$ cat config.mk
export PLATFORM = sky130hd
export DESIGN_NAME = pbs_regs
export DESIGN_NICKNAME = d
export VERILOG_FILES = /design/src/rtl/pbs_pkg.sv /design/src/rtl/pbs_strap_sync.sv /design/src/rtl/pbs_regs.sv
export VERILOG_INCLUDE_DIRS = /design/src /design/src/rtl
export SDC_FILE = /design/constraint.sdc
export NUM_CORES = 1
export LEC_CHECK = 0
export BUFFER_PORTS_ARGS = -buffer_cell sky130_fd_sc_hd__buf_2
export CORE_MARGIN = 5
export CORE_UTILIZATION = 55
export CTS_CLUSTER_DIAMETER = 60
export CTS_CLUSTER_SIZE = 20
export DETAILED_ROUTE_END_ITERATION = 8
export GPL_TIMING_DRIVEN = 0
export PLACE_DENSITY = 0.74
export SLEW_MARGIN = 10
export SYNTH_ARGS = -nofsm -noshare
export SYNTH_HDL_FRONTEND = slang
export SYNTH_SLANG_ARGS = --single-unit
export TNS_END_PERCENT = 100
$ cat constraint.sdc
create_clock -name mclk -period 12.6 [get_ports mclk]
set_input_delay 0.63 -clock mclk [delete_from_list [all_inputs] [get_ports mclk]]
set_output_delay 0.63 -clock mclk [all_outputs]
set_load 0.02 [all_outputs]
$ cat src/rtl/pbs_cfg.svh
// Offsets, field positions, reset values and select limits of the budget and status registers.
`ifndef PBS_CFG_SVH
`define PBS_CFG_SVH

`define PBS_ADDR_W 12
`define PBS_BDV_BASE 12'h300
`define PBS_BDV_LAST 12'h31c
`define PBS_SWITCH_STATUS 12'h400
`define PBS_SYSTEM_CONTROL 12'h404
`define PBS_DATA_VALUE_SELECT 12'h408
`define PBS_BDATA 12'h40c
`define PBS_SYSTEM_CONTROL_UNLOCK_BIT 0
`define PBS_SYSTEM_CONTROL_RESET 32'h0000_0000
`define PBS_DATA_VALUE_SELECT_RESET 8'h00
`define PBS_DATA_VALUE_SELECT_MAX 8'h07
`define PBS_NUM_BDV 8
`define PBS_MODE_LSB 0
`define PBS_RSVD_BIT 4
`define PBS_DOWNSTREAM_COMMON_CLOCK_BIT 5
`define PBS_UPSTREAM_COMMON_CLOCK_BIT 6
`define PBS_SMBSLOW_BIT 7
`define PBS_REFCLK_BIT 8
`define PBS_RESET_HALT_STRAP_BIT 9

`endif

$ cat src/rtl/pbs_pkg.sv
// Types shared by the budget and status register files.
package pbs_pkg;
  typedef logic [31:0] pbs_word_t;
  typedef logic [11:0] pbs_addr_t;
  typedef logic [3:0] pbs_mode_t;
  typedef enum logic [5:0] {
    PBS_MODE_STRAP_WAIT = 6'h01,
    PBS_MODE_RUN = 6'h02,
    PBS_MODE_X0 = 6'h04,
    PBS_MODE_X1 = 6'h08,
    PBS_MODE_X2 = 6'h10,
    PBS_MODE_X3 = 6'h20
  } pbs_phase_t;
endpackage

$ cat src/rtl/pbs_strap_sync.sv
// Two-stage synchroniser and reset-time latch for the configuration straps.
`timescale 1ns/1ps
module pbs_strap_sync (
  input wire logic mclk,
  input wire logic sys_rst,
  input wire logic fund_rst_sync,
  input wire logic [8:0] strap_in,
  output logic [8:0] strap_q
);
  import pbs_pkg::*;

  logic [8:0] meta_q;
  logic [8:0] meta_d;
  logic [8:0] sync_q;
  logic [8:0] sync_d;
  logic [8:0] latch_q;
  logic [8:0] latch_d;

  always_comb begin
    meta_d = strap_in;
    sync_d = meta_q;
    latch_d = latch_q;
    if (fund_rst_sync) begin
      latch_d = sync_q;
    end
  end

  always_ff @(posedge mclk) begin
    meta_q <= meta_d;
    sync_q <= sync_d;
    if (sys_rst) begin
      latch_q <= 9'h000;
    end else begin
      latch_q <= latch_d;
    end
  end

  assign strap_q = latch_q;
endmodule

$ cat src/rtl/pbs_regs.sv
// Power budget data value registers and switch status register.
// How it works
// With the unlock bit set, each of the eight budget words can be read and written.
// With the unlock bit clear, writes to budget words are dropped and they only read.
// Budget words are 32 bits, have no reset value and survive every reset.
// Software or the EEPROM loader is expected to fill the budget words at start.
// Status bits 3:0 show the operating mode code caught during fundamental reset.
// Mode codes 0x8 to 0xb are the failover modes, passed on unchanged.
// The outside party never straps the reserved mode codes.
// The outside party holds the mode pins steady after fundamental reset ends.
// Status bit 5 holds the downstream common clock strap caught during reset.
// Status bit 6 holds the upstream common clock strap caught during reset.
// Status bit 7 holds the SMBus master slow strap caught during reset.
// Status bit 8 holds the reference clock mode strap caught during reset.
// Status bit 9 holds the reset halt strap caught during reset.
// A data value select above 7 makes the budget data readout return zero.
// Writes to the status register are ignored and its bit 4 reads zero.
`timescale 1ns/1ps
`include "pbs_cfg.svh"
module pbs_regs (
  input wire logic mclk,
  input wire logic sys_rst,
  input wire logic fundamental_reset_in_n,
  input wire pbs_pkg::pbs_mode_t operating_mode_code,
  input wire logic downstream_common_clock,
  input wire logic upstream_common_clock,
  input wire logic smbus_master_slow,
  input wire logic reference_clock_mode,
  input wire logic reset_halt_strap,
  input wire pbs_pkg::pbs_addr_t reg_addr,
  input wire pbs_pkg::pbs_word_t reg_wdata,
  input wire logic reg_wr,
  input wire logic reg_rd,
  output pbs_pkg::pbs_word_t reg_rdata,
  output logic data_value_unlock,
  output pbs_pkg::pbs_word_t budget_data
);
  import pbs_pkg::*;

  // ****************************************
  // Fundamental reset synchroniser
  // ****************************************
  logic frst_meta_q;
  logic frst_sync_q;
  logic [8:0] strap_q;

  always_ff @(posedge mclk) begin
    frst_meta_q <= ~fundamental_reset_in_n;
    frst_sync_q <= frst_meta_q;
  end

  // Straps are sampled continuously while fundamental reset is held.
  // The latch trails the pins by three cycles, so pins must settle before the reset ends.
  pbs_strap_sync u_strap (
    .mclk(mclk),
    .sys_rst(sys_rst),
    .fund_rst_sync(frst_sync_q),
    .strap_in({reset_halt_strap, reference_clock_mode, smbus_master_slow,
               upstream_common_clock, downstream_common_clock, operating_mode_code}),
    .strap_q(strap_q)
  );

  // ****************************************
  // Control registers
  // ****************************************
  pbs_word_t system_control_q;
  pbs_word_t system_control_d;
  logic [7:0] data_value_select_q;
  logic [7:0] data_value_select_d;
  logic wr_system_control;
  logic wr_data_value_select;

  assign wr_system_control = reg_wr && (reg_addr == `PBS_SYSTEM_CONTROL);
  assign wr_data_value_select = reg_wr && (reg_addr == `PBS_DATA_VALUE_SELECT);

  always_comb begin
    system_control_d = system_control_q;
    data_value_select_d = data_value_select_q;
    if (wr_system_control) begin
      system_control_d = {31'h0000_0000, reg_wdata[`PBS_SYSTEM_CONTROL_UNLOCK_BIT]};
    end
    if (wr_data_value_select) begin
      data_value_select_d = reg_wdata[7:0];
    end
  end

  always_ff @(posedge mclk) begin
    if (sys_rst) begin
      system_control_q <= `PBS_SYSTEM_CONTROL_RESET;
      data_value_select_q <= `PBS_DATA_VALUE_SELECT_RESET;
    end else begin
      system_control_q <= system_control_d;
      data_value_select_q <= data_value_select_d;
    end
  end

  assign data_value_unlock = system_control_q[`PBS_SYSTEM_CONTROL_UNLOCK_BIT];

  // ****************************************
  // Budget data value words
  // ****************************************
  // The words have no reset: they are sticky and start undefined.
  pbs_word_t bdv_q [`PBS_NUM_BDV];
  logic [`PBS_NUM_BDV-1:0] bdv_hit;

  genvar gi;
  generate
    for (gi = 0; gi < `PBS_NUM_BDV; gi++) begin : g_bdv
      pbs_word_t bdv_d;
      assign bdv_hit[gi] = reg_addr == (`PBS_BDV_BASE + 12'(gi * 4));
      always_comb begin
        bdv_d = bdv_q[gi];
        if (reg_wr && bdv_hit[gi] && data_value_unlock) begin
          bdv_d = reg_wdata;
        end
      end
      always_ff @(posedge mclk) begin
        bdv_q[gi] <= bdv_d;
      end
    end
  endgenerate

  // ****************************************
  // Readout and status
  // ****************************************
  pbs_word_t status_w;
  pbs_word_t rdata_q;
  pbs_word_t rdata_d;
  pbs_word_t bdata_q;
  pbs_word_t bdata_d;

  always_comb begin
    status_w = 32'h0000_0000;
    status_w[3:0] = strap_q[3:0];
    status_w[`PBS_RSVD_BIT] = 1'b0;
    status_w[`PBS_DOWNSTREAM_COMMON_CLOCK_BIT] = strap_q[4];
    status_w[`PBS_UPSTREAM_COMMON_CLOCK_BIT] = strap_q[5];
    status_w[`PBS_SMBSLOW_BIT] = strap_q[6];
    status_w[`PBS_REFCLK_BIT] = strap_q[7];
    status_w[`PBS_RESET_HALT_STRAP_BIT] = strap_q[8];
  end

  always_comb begin
    bdata_d = 32'h0000_0000;
    if (data_value_select_q <= `PBS_DATA_VALUE_SELECT_MAX) begin
      bdata_d = bdv_q[data_value_select_q[2:0]];
    end
  end

  // Read data stand for one cycle only and are zero when no read was made.
  always_comb begin
    rdata_d = 32'h0000_0000;
    if (reg_rd) begin
      if (|bdv_hit) begin
        for (int i = 0; i < `PBS_NUM_BDV; i++) begin
          if (bdv_hit[i]) begin
            rdata_d = bdv_q[i];
          end
        end
      end else if (reg_addr == `PBS_SWITCH_STATUS) begin
        rdata_d = status_w;
      end else if (reg_addr == `PBS_SYSTEM_CONTROL) begin
        rdata_d = system_control_q;
      end else if (reg_addr == `PBS_DATA_VALUE_SELECT) begin
        rdata_d = {24'h00_0000, data_value_select_q};
      end else if (reg_addr == `PBS_BDATA) begin
        rdata_d = bdata_d;
      end
    end
  end

  always_ff @(posedge mclk) begin
    if (sys_rst) begin
      rdata_q <= 32'h0000_0000;
      bdata_q <= 32'h0000_0000;
    end else begin
      rdata_q <= rdata_d;
      bdata_q <= bdata_d;
    end
  end

  assign reg_rdata = rdata_q;
  assign budget_data = bdata_q;
endmodule

Yosys cells after proc, flatten, opt, wreduce, memory -nomap -nowiden. Memory sizes are Yosys's and may differ from the RTL's. A register that Yosys moved wholly into a read port is not among the register bits. Index checks and enable logic that the tools add are counted.

Memories: 1. Input bits: 58. Output and inout port bits: 65. Word-level logic and storage cells: 69. ROM bits: 0. Register bits after elaboration: 102. Bits in latches: 0. RAM bits: 256.

Memories: bdv_q (words 8, width 32, read ports 9, clocked after memory_dff 1, wr ports 8, RTL line pbs_regs.sv:103) `` pbs_word_t bdv_q [`PBS_NUM_BDV]; ``.

Reductions and logical operators: 20. Bitwise gates (word level): 2. Add/sub/neg operators: 0. Eq/ne operators: 12. Shifts and indexed selects: 0. Magnitude comparators: 1. Divide/modulo/power cells: 0. Multiply operators: 0. Muxes and demuxes: 24.

Operators with widths (count): 32-bit two-way mux (22); 12-bit by 10-bit == test with 1-bit output, second input constant (8); 12-bit by 11-bit == test with 1-bit output, second input constant (4); 1-bit logical AND (18); 8-bit by 3-bit less-or-equal comparator with 1-bit output, second input constant (1); 8-bit OR reduction (1); 3-bit two-way mux (2); 1-bit inverter (2); 2-bit OR reduction (1).

Depth between registers and ports, before layout. Gate-level depths: netlist of the first run.

Depth after elaboration: 10. Depth in mapped cells: 10. Depth with buffers taken out: 6.

Hierarchy. From an unflattened synthesis of the first run, not the netlist that was laid out.

Cell total of the unflattened synthesis: 1004. Area total of the unflattened synthesis: 15208.3 sq um.

Modules (own cells, without submodules): pbs_regs (area an instance 14528.9 sq um, cells each 957, instances 1, sequential area each 9248.9 sq um); pbs_strap_sync (area an instance 679.4 sq um, cells each 47, instances 1, sequential area each 540.5 sq um).

Worst setup path before layout of the first run. OpenSTA, ideal clock, no wires.

Path type: in2reg. Start point: input port reg_addr[1]. End point: memory bdv_q[4][0] in the netlist's numbering (enable). Arrival: 4.702 ns. Setup slack: 7.396 ns. Library setup time: 0.501 ns. Stages: 5. Path buffers: 2. Data required time: 12.099 ns. Cell sequence: nor2_1 > clkbuf_1 > nand2_1 > clkbuf_1 > nor4_1.

RTL lines: start, declared (RTL line pbs_regs.sv:30) `input wire pbs_pkg::pbs_addr_t reg_addr,`; end, declared (RTL line pbs_regs.sv:103).

==> results of run 1 <==
-- logic make-up after synthesis --
logic type | share of synthesized area
DFF | 0.646
AOI/OAI and AO/OA | 0.102
muxes | 0.151
and+or+nand+nor | 0.0785
buffers and inverters | 0.0230
-- registers in the layout (all words and copies together), names as in the netlist, named ones only --
register / cells
u_strap.sync_q: 9
data_value_select_q: 8
bdv_q: 256
frst_sync_q: 1
u_strap.strap_q: 9
budget_data: 32
reg_rdata: 32
frst_meta_q: 1
u_strap.meta_q: 9
system_control_q: 1
-- worst min-delay path by stage --
stage               slack (ns)           endpoint              startpoint  cells after the start
floorplan                 0.31        frst_sync_q             frst_meta_q                      0
global placement          0.31  u_strap.sync_q[1]       u_strap.meta_q[1]                      0
detailed placement        0.31  u_strap.sync_q[3]       u_strap.meta_q[3]                      0
CTS                       0.16  u_strap.meta_q[3]  operating_mode_code[3]                      1
global route              0.16  u_strap.meta_q[3]  operating_mode_code[3]                      1
finish                    0.17  u_strap.meta_q[3]  operating_mode_code[3]                      1
-- worst reg2reg max path, cell delays in order (launching register included) --
cell and delay [ns]:
sky130_fd_sc_hd__dfxtp_1 0.30, sky130_fd_sc_hd__buf_2 0.32, sky130_fd_sc_hd__buf_2 0.48, sky130_fd_sc_hd__buf_1 0.96, sky130_fd_sc_hd__mux2i_1 0.26, sky130_fd_sc_hd__o21ai_0 0.23
sky130_fd_sc_hd__nand2_1 0.08, sky130_fd_sc_hd__a21oi_1 0.28
-- cells in the mapped netlist, types with 6 or more instances --
master                     instances  area [µm²]
sky130_fd_sc_hd__a211oi_1          8        60.1
sky130_fd_sc_hd__a21oi_1          80         400
sky130_fd_sc_hd__a31oi_1           8        50.1
sky130_fd_sc_hd__a32o_1           12         120
sky130_fd_sc_hd__buf_1             9        33.8
sky130_fd_sc_hd__buf_2            23         115
sky130_fd_sc_hd__clkbuf_1         43         161
sky130_fd_sc_hd__dfxtp_1         105        2100
sky130_fd_sc_hd__edfxtp_1        256        7690
sky130_fd_sc_hd__inv_1             7        26.3
sky130_fd_sc_hd__mux2_2            6        67.6
sky130_fd_sc_hd__mux2i_1          66         661
sky130_fd_sc_hd__mux4_2           69        1550
sky130_fd_sc_hd__nand2_1          33         124
sky130_fd_sc_hd__nand2b_1          8        50.1
sky130_fd_sc_hd__nand3_1          14        70.1
sky130_fd_sc_hd__nor2_1          143         537
sky130_fd_sc_hd__nor3_1           14        70.1
sky130_fd_sc_hd__o21ai_0          25         125
sky130_fd_sc_hd__o221ai_1         24         210
sky130_fd_sc_hd__o22ai_1          36         225
sky130_fd_sc_hd__o32ai_1          14         123
sky130_fd_sc_hd__or3_1             6        37.5
-- layout by cell type (no fill, tap or decap), drive strengths merged, types with 7 or more instances in the layout --
master / n
a211oi: 8
a21oi: 80
a31oi: 8
a32o: 12
buf: 174
clkbuf: 79
clkinv: 7
dfxtp: 105
edfxtp: 256
inv: 12
mux2i: 66
mux4: 69
nand2: 33
nand2b: 8
nand3: 15
nor2: 146
nor3: 16
o21ai: 26
o221ai: 24
o22ai: 36
o32ai: 14
-- power by group --
group	switching [µW]	total (µW)	internal (µW)
clock	426	852	427
sequential	3.06	1280	1270
combinational	72.8	99.4	26.5
total	501	2230	1730
-- area by class of cell --
| type | count | area [µm²] |
|---|---|---|
| multi-input cells | 633 | 5070 |
| flip-flops and latches | 361 | 9790 |
| plain buffers | 76 | 322 |
| repair buffers | 141 | 838 |
| clock inverters | 12 | 118 |
| inverters | 7 | 26.3 |
| clock buffers | 36 | 741 |
| fillers | 2022 | 9690 |
| well taps | 341 | 427 |
-- metal layers --
layer | vias to the layer above | global-route usage
li1 | 4579 | -
met2 | 1074 | 0.477
met3 | 197 | 0.0859
met1 | 5513 | 0.435
met4 | 6 | 0.137
met5 | - | 0
-- metrics by stage --
| step | setup WS [ns] | power, µW | cells |
|---|---|---|---|
| finish | 8.20 | 2230 | 1607 |
| global route | 8.27 | 2290 | 1607 |
| CTS | 8.37 | 2220 | 1607 |
| detailed placement | 7.77 | 1400 | 1559 |
| global placement | 2.04 | 1400 | 1539 |
| floorplan | 7.40 | 1350 | 1077 |
==> impl_metrics.xml, run 1 <==
<?xml version="1.0" encoding="UTF-8"?>
<metrics>
  <group name="critical_path">
    <metric name="worstRegToRegCells" unit="">7</metric>
    <metric name="timing.critical_path.to_type" unit="">register</metric>
    <metric name="worstPathArrival" unit="ns">4.66</metric>
    <metric name="worst-setup-path-type" unit="">input port to register</metric>
    <metric name="cp.depth" unit="">9</metric>
    <metric name="cpLargestDelayFamily" unit="">buffers and inverters</metric>
    <metric name="reg2reg_slack" unit="ns">9.59</metric>
    <metric name="critPathSlowestCell" unit="">sky130_fd_sc_hd__nor4_2</metric>
    <metric name="max_stage_delay" unit="ns">1.03</metric>
    <metric name="worstPathRequired" unit="ns">12.86</metric>
    <metric name="timing.critical_path.from" unit="">reg_addr[1]</metric>
    <metric name="critPathCapture" unit="">bdv_q[4][31]</metric>
    <metric name="timing.critical_path.cells" unit="">buf_2, nor2_1, clkbuf_1, nand2_1, clkbuf_1, nor4_2, buf_6, buf_4, buf_4</metric>
    <metric name="worstReg2RegEnd" unit="">reg_rdata[8]</metric>
    <metric name="timing.critical_path.from_type" unit="">input port</metric>
    <metric name="cp_max_fo" unit="">10</metric>
    <metric name="crit_buf_inv" unit="">6</metric>
  </group>
  <group name="final_layout">
    <metric name="drive_above_1_share" unit="">0.239</metric>
    <metric name="nNetsFinal" unit="">1304</metric>
    <metric name="area_added_between_synthesis_and_finish" unit="%">14.4</metric>
    <metric name="stdcell_area" unit="µm²">17300</metric>
    <metric name="final_core_utilization" unit="">0.641</metric>
    <metric name="n_antenna_cell" unit="">0</metric>
  </group>
  <group name="logic_synthesis">
    <metric name="yosys_warning_total" unit="">0</metric>
    <metric name="synth.avg_cell_area" unit="µm²">14.1</metric>
    <metric name="synthesis.instances" unit="">1077</metric>
    <metric name="postSynthNetCount" unit="">1135</metric>
    <metric name="ys.flop_type" unit="">sky130_fd_sc_hd__edfxtp_1</metric>
    <metric name="ys_seq_area_frac" unit="">0.646</metric>
    <metric name="synth-edff-count" unit="">256</metric>
    <metric name="ys_async_sr_fraction" unit="">0</metric>
    <metric name="netlist_area" unit="µm²">15200</metric>
    <metric name="netlist-cell-type-count" unit="">59</metric>
    <metric name="synth-seq-cells" unit="">361</metric>
  </group>
  <group name="clock_network">
    <metric name="cts-resized-gates" unit="">0</metric>
    <metric name="tritoncts" unit="">done</metric>
    <metric name="h-tree-depth" unit="">1</metric>
    <metric name="clockBufferDepth" unit="">3</metric>
    <metric name="cts.sink_count" unit="">361</metric>
    <metric name="clk_pin_slew" unit="ns">0.08</metric>
    <metric name="clkLatencyLatePin" unit="ns">0.56</metric>
    <metric name="number_of_setup_buffers_added_after_cts" unit="">0</metric>
    <metric name="number_of_buffers_inserted_by_hold_repair_at_cts" unit="">0</metric>
    <metric name="ctsRootBufferMaster" unit="">sky130_fd_sc_hd__clkbuf_16</metric>
    <metric name="cts_buffers" unit="">26</metric>
  </group>
  <group name="pwr">
    <metric name="static-leakage-power" unit="µW">0.00590</metric>
    <metric name="vdd_ir_drop_max" unit="mV">0.149</metric>
    <metric name="pd_cells" unit="nW/µm²">129</metric>
  </group>
  <group name="drt">
    <metric name="routedWlPerCell" unit="µm">31.0</metric>
    <metric name="routed_via_density" unit="">7.07</metric>
    <metric name="postRouteAntennaNets" unit="">0</metric>
    <metric name="drt_drc_violations_left" unit="">0</metric>
    <metric name="routed-via-count" unit="">11400</metric>
    <metric name="highest_layer" unit="">met5</metric>
    <metric name="route.final.wire_length" unit="mm">49.9</metric>
    <metric name="routed-wl-met3" unit="mm">7.42</metric>
    <metric name="detailedRoute.firstPassIterationCount" unit="">6</metric>
    <metric name="detailroute.wirelength.met2" unit="mm">22.2</metric>
    <metric name="detail_route.iter0.violations" unit="">1884</metric>
    <metric name="m1WireLength" unit="mm">17.7</metric>
  </group>
  <group name="grt">
    <metric name="grt_overflow_total" unit="">0</metric>
    <metric name="wire_length_of_the_first_global_routing_pass" unit="mm">71.5</metric>
    <metric name="grt_antenna_before_repair" unit="">3</metric>
    <metric name="grt_start_max_net_pins" unit="">22</metric>
    <metric name="grtUsageTotal" unit="">0.315</metric>
    <metric name="grt_pass1_vias" unit="">11000</metric>
  </group>
  <group name="timing">
    <metric name="maxSlewViolCount" unit="">0</metric>
    <metric name="unrepaired_setup_endpoints_after_global_routing" unit="">no</metric>
    <metric name="worstMarginPinSlew" unit="ns">1.24</metric>
    <metric name="setup_total_negative_slack" unit="ns">0</metric>
    <metric name="finalHoldViolCount" unit="">0</metric>
    <metric name="max_freq" unit="GHz">0.227</metric>
    <metric name="setup_viol" unit="">0</metric>
    <metric name="max_slew_margin" unit="">0.176</metric>
    <metric name="fin_hold_ws" unit="ns">0.174</metric>
    <metric name="layout_min_cycle_time" unit="ns">4.40</metric>
    <metric name="timing.final.crit_share" unit="">0.350</metric>
    <metric name="fin_skew" unit="ns">0.0192</metric>
  </group>
  <group name="floorplan">
    <metric name="die_area" unit="µm²">31000</metric>
    <metric name="core.rowCount" unit="">60</metric>
    <metric name="die_height" unit="µm">176</metric>
    <metric name="start_util" unit="">0.561</metric>
    <metric name="dieWidth" unit="µm">176</metric>
    <metric name="pin_count" unit="">123</metric>
    <metric name="core_area" unit="µm²">27000</metric>
  </group>
  <group name="hold_path">
    <metric name="hold_path.class" unit="">input port to register</metric>
  </group>
  <group name="run_status">
    <metric name="run_status" unit="">finished, final reports clean</metric>
  </group>
  <group name="placement">
    <metric name="placement.cell_area" unit="µm²">16500</metric>
    <metric name="io_buffers" unit="">121</metric>
    <metric name="detailed_place_hpwl" unit="mm">32.9</metric>
    <metric name="globalplace.congestion" unit="">0.983</metric>
  </group>
  <group name="flow_run">
    <metric name="drv_cap" unit="">0</metric>
  </group>
</metrics>
(Power assumes the default switching activity.)
==> run 2: changes to the inputs <==
- CORE_UTILIZATION: 55 -> 54
- PLACE_DENSITY: 0.74 -> 0.76
- clock period: 12.6 -> 3.9 ns (I/O delays scaled with it)
==> run 2 against run 1 <==
Compared with the run above:
- cell count grew 4.6%
- via count grew 1.2%
- critical path depth is the same
- non-clock buffer count grew 35
- die area grew 1.7%
- sequential share of layout area shrank 1.5 points
- sequential cell count is the same
- setup slack lost 7.8 ns
- utilization is essentially flat
- critical endpoint is now bdv_q[4][20]
==> impl_metrics.xml, run 2 (same netlist as run 1, synthesis figures left out) <==
<?xml version="1.0" encoding="UTF-8"?>
<metrics>
  <group name="timing">
    <metric name="max_slew_margin" unit="">0.213</metric>
    <metric name="max_freq" unit="GHz">0.284</metric>
    <metric name="unrepaired_setup_endpoints_after_global_routing" unit="">no</metric>
    <metric name="fin_skew" unit="ns">0.0394</metric>
    <metric name="maxSlewViolCount" unit="">0</metric>
    <metric name="finalHoldViolCount" unit="">0</metric>
    <metric name="layout_min_cycle_time" unit="ns">3.52</metric>
    <metric name="setup_viol" unit="">0</metric>
    <metric name="setup_total_negative_slack" unit="ns">0</metric>
    <metric name="worstMarginPinSlew" unit="ns">1.18</metric>
    <metric name="timing.final.crit_share" unit="">0.901</metric>
  </group>
  <group name="final_layout">
    <metric name="drive_above_1_share" unit="">0.227</metric>
    <metric name="most-common-layout-cells" unit="">256 x sky130_fd_sc_hd__edfxtp_1, 144 x sky130_fd_sc_hd__buf_2, 138 x sky130_fd_sc_hd__nor2_1, 105 x sky130_fd_sc_hd__dfxtp_1, 80 x sky130_fd_sc_hd__a21oi_1</metric>
    <metric name="fin_cells" unit="">1681</metric>
    <metric name="register_name_with_the_most_flops" unit="">bdv_q</metric>
    <metric name="area_added_between_synthesis_and_finish" unit="%">17.5</metric>
    <metric name="n_antenna_cell" unit="">0</metric>
    <metric name="nNetsFinal" unit="">1340</metric>
    <metric name="largest_register_ff_count" unit="">256</metric>
    <metric name="mostFrequentLayoutCell" unit="">sky130_fd_sc_hd__edfxtp_1</metric>
    <metric name="final.fill_count" unit="">2008</metric>
    <metric name="final_core_utilization" unit="">0.641</metric>
  </group>
  <group name="critical_path">
    <metric name="worstRegToRegCells" unit="">8</metric>
    <metric name="reg2reg_slack" unit="ns">0.46</metric>
    <metric name="worst-setup-path-type" unit="">input port to register</metric>
    <metric name="timing.critical_path.to_type" unit="">register</metric>
    <metric name="worstPathArrival" unit="ns">3.78</metric>
    <metric name="worstReg2RegEnd" unit="">reg_rdata[9]</metric>
    <metric name="timing.critical_path.from_type" unit="">input port</metric>
    <metric name="worstPathRequired" unit="ns">4.16</metric>
    <metric name="cp_max_fo" unit="">10</metric>
  </group>
  <group name="pwr">
    <metric name="netSwitchingPower" unit="µW">1690</metric>
    <metric name="power_frac_comb" unit="">0.049</metric>
    <metric name="vdd_ir_drop_max" unit="mV">0.317</metric>
    <metric name="clkPwrFrac" unit="">0.384</metric>
    <metric name="pd_cells" unit="nW/µm²">408</metric>
    <metric name="p_sw_frac" unit="">0.233</metric>
    <metric name="static-leakage-power" unit="µW">0.00607</metric>
    <metric name="p_int" unit="µW">5580</metric>
    <metric name="seq_power_share" unit="">0.568</metric>
    <metric name="fin_total_pwr" unit="µW">7270</metric>
  </group>
  <group name="drt">
    <metric name="route.final.wire_length" unit="mm">49.1</metric>
    <metric name="routedWlPerCell" unit="µm">29.2</metric>
    <metric name="detailedRoute.firstPassIterationCount" unit="">7</metric>
    <metric name="routed_via_density" unit="">6.84</metric>
    <metric name="postRouteAntennaNets" unit="">0</metric>
    <metric name="routed-via-count" unit="">11500</metric>
    <metric name="detail_route.iter0.violations" unit="">2158</metric>
    <metric name="drt_drc_violations_left" unit="">0</metric>
  </group>
  <group name="floorplan">
    <metric name="die_height" unit="µm">178</metric>
    <metric name="core.rowCount" unit="">61</metric>
    <metric name="die_area" unit="µm²">31500</metric>
    <metric name="dieWidth" unit="µm">178</metric>
    <metric name="core_area" unit="µm²">27800</metric>
    <metric name="pin_count" unit="">123</metric>
    <metric name="start_util" unit="">0.545</metric>
  </group>
  <group name="clock_network">
    <metric name="h-tree-depth" unit="">1</metric>
    <metric name="ctsRootBufferMaster" unit="">sky130_fd_sc_hd__clkbuf_16</metric>
    <metric name="cts-resized-gates" unit="">0</metric>
    <metric name="number_of_setup_buffers_added_after_cts" unit="">0</metric>
    <metric name="cts.sink_count" unit="">361</metric>
    <metric name="clk_pin_slew" unit="ns">0.09</metric>
    <metric name="tritoncts" unit="">done</metric>
    <metric name="clkLatencyLatePin" unit="ns">0.58</metric>
    <metric name="clockBufferDepth" unit="">3</metric>
    <metric name="cts_buffers" unit="">27</metric>
  </group>
  <group name="run_status">
    <metric name="run_status" unit="">finished, final reports clean</metric>
  </group>
  <group name="hold_path">
    <metric name="min_to" unit="">system_control_q[0]</metric>
    <metric name="hold_depth" unit="">4</metric>
    <metric name="hold_path.class" unit="">input port to register</metric>
    <metric name="worst_hold_startpoint" unit="">reg_wr</metric>
  </group>
  <group name="grt">
    <metric name="grt_start_max_net_pins" unit="">23</metric>
    <metric name="grt_pass1_vias" unit="">11400</metric>
    <metric name="grtUsageTotal" unit="">0.308</metric>
    <metric name="wire_length_of_the_first_global_routing_pass" unit="mm">71.1</metric>
    <metric name="grt_antenna_before_repair" unit="">1</metric>
    <metric name="grt_overflow_total" unit="">0</metric>
  </group>
  <group name="placement">
    <metric name="detailed_place_hpwl" unit="mm">31.9</metric>
    <metric name="placed_cells_incl_taps" unit="">1589</metric>
    <metric name="globalplace.congestion" unit="">0.998</metric>
    <metric name="io_buffers" unit="">121</metric>
  </group>
  <group name="flow_run">
    <metric name="drv_cap" unit="">0</metric>
  </group>
</metrics>
-- run 2: cell count changes in the layout (fill, tap and decap cells not counted), sizes merged --
cell | previous run | this run
inv | 12 | 17
dlygate4sd3 | 0 | 42
clkinv | 7 | 4
clkbuf | 79 | 78
clkinvlp | 0 | 1
buf | 174 | 167
-- run 2: repair_timing --
item	CTS	global route
hold buffers	42	0
endpoints found under the setup margin	0	0
hold endpoints to repair	270	0
-- run 2: power groups by stage --
stage / logic (µW) / clock network, µW / registers [µW]
final: 354 / 2790 / 4130
after global routing: 367 / 2950 / 4130
after CTS: 335 / 2780 / 4130
after detailed placement: 300 / 0 / 4210
after global placement: 290 / 0 / 4210
after floorplan: 131 / 0 / 4220
-- run 2: worst max-delay path by stage --
| stage | startpoint | end | slack (ns) |
|---|---|---|---|
| after floorplan | reg_addr[1] | bdv_q[4][0] | 0.45 |
| after global placement | reg_addr[1] | bdv_q[4][12] | -2.77 |
| after detailed placement | reg_addr[1] | bdv_q[4][20] | 0.05 |
| after CTS | reg_addr[1] | bdv_q[4][20] | 0.59 |
| after global routing | register | reg_rdata[9] | 0.43 |
| final | reg_addr[1] | bdv_q[4][20] | 0.38 |
-- run 2: routing by layer --
layer / track usage / wire length [µm] / vias up
li1: - / - / 4639
met1: 0.395 / 16200 / 5351
met4: 0.161 / 3420 / 2
met2: 0.462 / 21200 / 1216
met5: 0 / 8 / -
met3: 0.114 / 8340 / 297
-- run 2: worst max-delay path: stages --
cell and delay [ns]:
sky130_fd_sc_hd__buf_2 0.19, sky130_fd_sc_hd__nor2_1 0.28, sky130_fd_sc_hd__clkbuf_1 0.59, sky130_fd_sc_hd__nand2_1 0.52, sky130_fd_sc_hd__clkbuf_1 0.55, sky130_fd_sc_hd__nor4_4 0.79, sky130_fd_sc_hd__buf_6 0.26, sky130_fd_sc_hd__buf_6 0.20
sky130_fd_sc_hd__buf_8 0.16
-- run 2: area by class of cell --
type | instances | area [µm²] | area share
flip-flops and latches | 361 | 9790 | 0.550
multi-input cells | 633 | 5090 | 0.286
repair buffers | 176 | 1240 | 0.0698
clock buffers | 35 | 706 | 0.0396
well taps | 378 | 473 | 0.0266
plain buffers | 76 | 322 | 0.0181
clock inverters | 15 | 155 | 0.00871
inverters | 7 | 26.3 | 0.00148
-- run 2: metrics by stage --
| step | area, µm² | setup slack [ns] | hold slack, ns |
|---|---|---|---|
| after floorplan | 15200 | 0.452 | 0.223 |
| final | 17800 | 0.385 | 0.0735 |
| after global routing | 17800 | 0.433 | 0.0989 |
| after CTS | 17800 | 0.592 | 0.0544 |
| after global placement | 16200 | -2.77 | 0.298 |
| after detailed placement | 16500 | 0.0530 | 0.299 |
==> run 3: changes to the inputs <==
- PLACE_DENSITY: 0.76 -> 0.74
==> run 3 against run 2 <==
Compared with the run above:
- fmax decreased by 1.8%
- worst hold slack lost 0.068 ns
- critical path type unchanged
- highest routed layer is now met4
- sequential share of layout area decreased by 0.24 points
- largest cell class unchanged
- die area unchanged
- design area rose by 0.44%
==> impl_metrics.xml, run 3 (same netlist as run 1, synthesis figures left out) <==
<?xml version="1.0" encoding="UTF-8"?>
<metrics>
  <group name="clock_network">
    <metric name="tritoncts" unit="">done</metric>
    <metric name="number_of_buffers_inserted_by_hold_repair_at_cts" unit="">41</metric>
    <metric name="cts.sink_count" unit="">361</metric>
    <metric name="ctsRootBufferMaster" unit="">sky130_fd_sc_hd__clkbuf_16</metric>
    <metric name="clkLatencyLatePin" unit="ns">0.56</metric>
    <metric name="cts-resized-gates" unit="">0</metric>
    <metric name="clk_pin_slew" unit="ns">0.08</metric>
    <metric name="clockBufferDepth" unit="">3</metric>
    <metric name="h-tree-depth" unit="">1</metric>
    <metric name="cts_buffers" unit="">26</metric>
    <metric name="number_of_setup_buffers_added_after_cts" unit="">0</metric>
  </group>
  <group name="pwr">
    <metric name="vdd_ir_drop_max" unit="mV">0.414</metric>
    <metric name="pd_cells" unit="nW/µm²">409</metric>
    <metric name="static-leakage-power" unit="µW">0.00612</metric>
  </group>
  <group name="drt">
    <metric name="detail_route.iter0.violations" unit="">1978</metric>
    <metric name="routedWlPerCell" unit="µm">29.1</metric>
    <metric name="route.final.wire_length" unit="mm">48.9</metric>
    <metric name="detailedRoute.firstPassIterationCount" unit="">6</metric>
    <metric name="routed-via-count" unit="">11400</metric>
    <metric name="routed_via_density" unit="">6.80</metric>
    <metric name="drt_drc_violations_left" unit="">0</metric>
    <metric name="postRouteAntennaNets" unit="">0</metric>
  </group>
  <group name="final_layout">
    <metric name="register_name_with_the_most_flops" unit="">bdv_q</metric>
    <metric name="nNetsFinal" unit="">1340</metric>
    <metric name="n_antenna_cell" unit="">0</metric>
    <metric name="largest_register_ff_count" unit="">256</metric>
    <metric name="most-common-layout-cells" unit="">256 x sky130_fd_sc_hd__edfxtp_1, 144 x sky130_fd_sc_hd__buf_2, 138 x sky130_fd_sc_hd__nor2_1, 105 x sky130_fd_sc_hd__dfxtp_1, 80 x sky130_fd_sc_hd__a21oi_1</metric>
    <metric name="area_added_between_synthesis_and_finish" unit="%">18.0</metric>
    <metric name="mostFrequentLayoutCell" unit="">sky130_fd_sc_hd__edfxtp_1</metric>
    <metric name="drive_above_1_share" unit="">0.230</metric>
    <metric name="final.fill_count" unit="">2063</metric>
  </group>
  <group name="critical_path">
    <metric name="critPathSlowestCell" unit="">sky130_fd_sc_hd__nor4_4</metric>
    <metric name="worstPathRequired" unit="ns">4.16</metric>
    <metric name="timing.critical_path.to_type" unit="">register</metric>
    <metric name="worstRegToRegCells" unit="">8</metric>
    <metric name="max_stage_delay" unit="ns">1.00</metric>
    <metric name="worst-setup-path-type" unit="">input port to register</metric>
    <metric name="cp_max_fo" unit="">10</metric>
    <metric name="timing.critical_path.from_type" unit="">input port</metric>
    <metric name="timing.critical_path.cells" unit="">buf_2, nor2_1, clkbuf_1, nand2_1, clkbuf_1, nor4_4, buf_8, buf_8</metric>
    <metric name="worstPathArrival" unit="ns">3.84</metric>
  </group>
  <group name="timing">
    <metric name="max_slew_margin" unit="">0.154</metric>
    <metric name="fin_skew" unit="ns">0.0189</metric>
    <metric name="finalHoldViolCount" unit="">0</metric>
    <metric name="timing.final.crit_share" unit="">0.917</metric>
    <metric name="maxSlewViolCount" unit="">0</metric>
    <metric name="fin_hold_ws" unit="ns">0.00583</metric>
    <metric name="setup_viol" unit="">0</metric>
    <metric name="final.setup.worst_slack" unit="ns">0.322</metric>
    <metric name="layout_min_cycle_time" unit="ns">3.58</metric>
    <metric name="unrepaired_setup_endpoints_after_global_routing" unit="">no</metric>
    <metric name="worstMarginPinSlew" unit="ns">1.27</metric>
    <metric name="max_freq" unit="GHz">0.279</metric>
    <metric name="setup_total_negative_slack" unit="ns">0</metric>
  </group>
  <group name="floorplan">
    <metric name="die_area" unit="µm²">31500</metric>
    <metric name="die_height" unit="µm">178</metric>
    <metric name="dieWidth" unit="µm">178</metric>
    <metric name="core.rowCount" unit="">61</metric>
    <metric name="core_area" unit="µm²">27800</metric>
    <metric name="start_util" unit="">0.545</metric>
    <metric name="pin_count" unit="">123</metric>
  </group>
  <group name="hold_path">
    <metric name="hold_path.class" unit="">input port to register</metric>
    <metric name="hold_depth" unit="">1</metric>
  </group>
  <group name="grt">
    <metric name="grt_antenna_before_repair" unit="">0</metric>
    <metric name="grt_overflow_total" unit="">0</metric>
    <metric name="wire_length_of_the_first_global_routing_pass" unit="mm">71.3</metric>
    <metric name="grtUsageTotal" unit="">0.308</metric>
    <metric name="grt_pass1_vias" unit="">11400</metric>
    <metric name="grt_start_max_net_pins" unit="">22</metric>
  </group>
  <group name="placement">
    <metric name="io_buffers" unit="">121</metric>
    <metric name="preCtsSetupSlack" unit="ns">-0.0489</metric>
    <metric name="detailed_place_hpwl" unit="mm">32.6</metric>
    <metric name="globalplace.congestion" unit="">1.01</metric>
  </group>
  <group name="flow_run">
    <metric name="drv_cap" unit="">0</metric>
  </group>
  <group name="run_status">
    <metric name="run_status" unit="">finished, final reports clean</metric>
  </group>
</metrics>
==> run 3: area by class of cell <==
type	instances	area (µm²)	share of cell area
sequential	361	9790	0.547
multi-input combinational	633	5090	0.285
timing repair buffer	177	1290	0.0720
clock buffer	36	783	0.0438
tap	378	473	0.0264
buffer	76	322	0.0180
clock inverter	12	111	0.00623
inverter	7	26.3	0.00147
==> run 3: worst paths after layout <==
kind                                           to  slack, ns               from
worst max register to register       reg_rdata[9]       0.68           register
worst min register to register  u_strap.sync_q[1]       0.33  u_strap.meta_q[1]
worst max-delay path                 bdv_q[4][20]       0.32        reg_addr[1]
worst min-delay path                  bdv_q[7][1]      0.006       reg_wdata[1]
==> run 3: per-stage QoR <==
step | power, µW | instance area (µm²) | std cells | util
CTS | 7290 | 17900 | 1680 | 0.644
floorplan | 4360 | 15200 | 1077 | -
global placement | 4510 | 16200 | 1576 | 0.585
finish | 7310 | 17900 | 1680 | 0.644
detailed placement | 4520 | 16600 | 1591 | 0.597
global route | 7500 | 17900 | 1680 | 0.644
==> run 3: layer usage <==
layer,track usage,part of all wire,up-vias
li1,-,-,4631
met2,0.466,0.44,1049
met4,0.171,0.067,0
met5,0,0,-
met3,0.0978,0.15,238
met1,0.396,0.34,5500
==> run 3: where the power goes <==
group / switching, µW / internal, µW / total (µW)
sequential: 7.98 / 4120 / 4120
combinational: 241 / 113 / 354
clock: 1380 / 1450 / 2830
total: 1630 / 5680 / 7310
==> run 3: critical path: cells and delay by family <==
| family | cells | cell delay [ns] |
|---|---|---|
| buf+inv | 5 | 1.76 |
| simple gates | 3 | 1.85 |
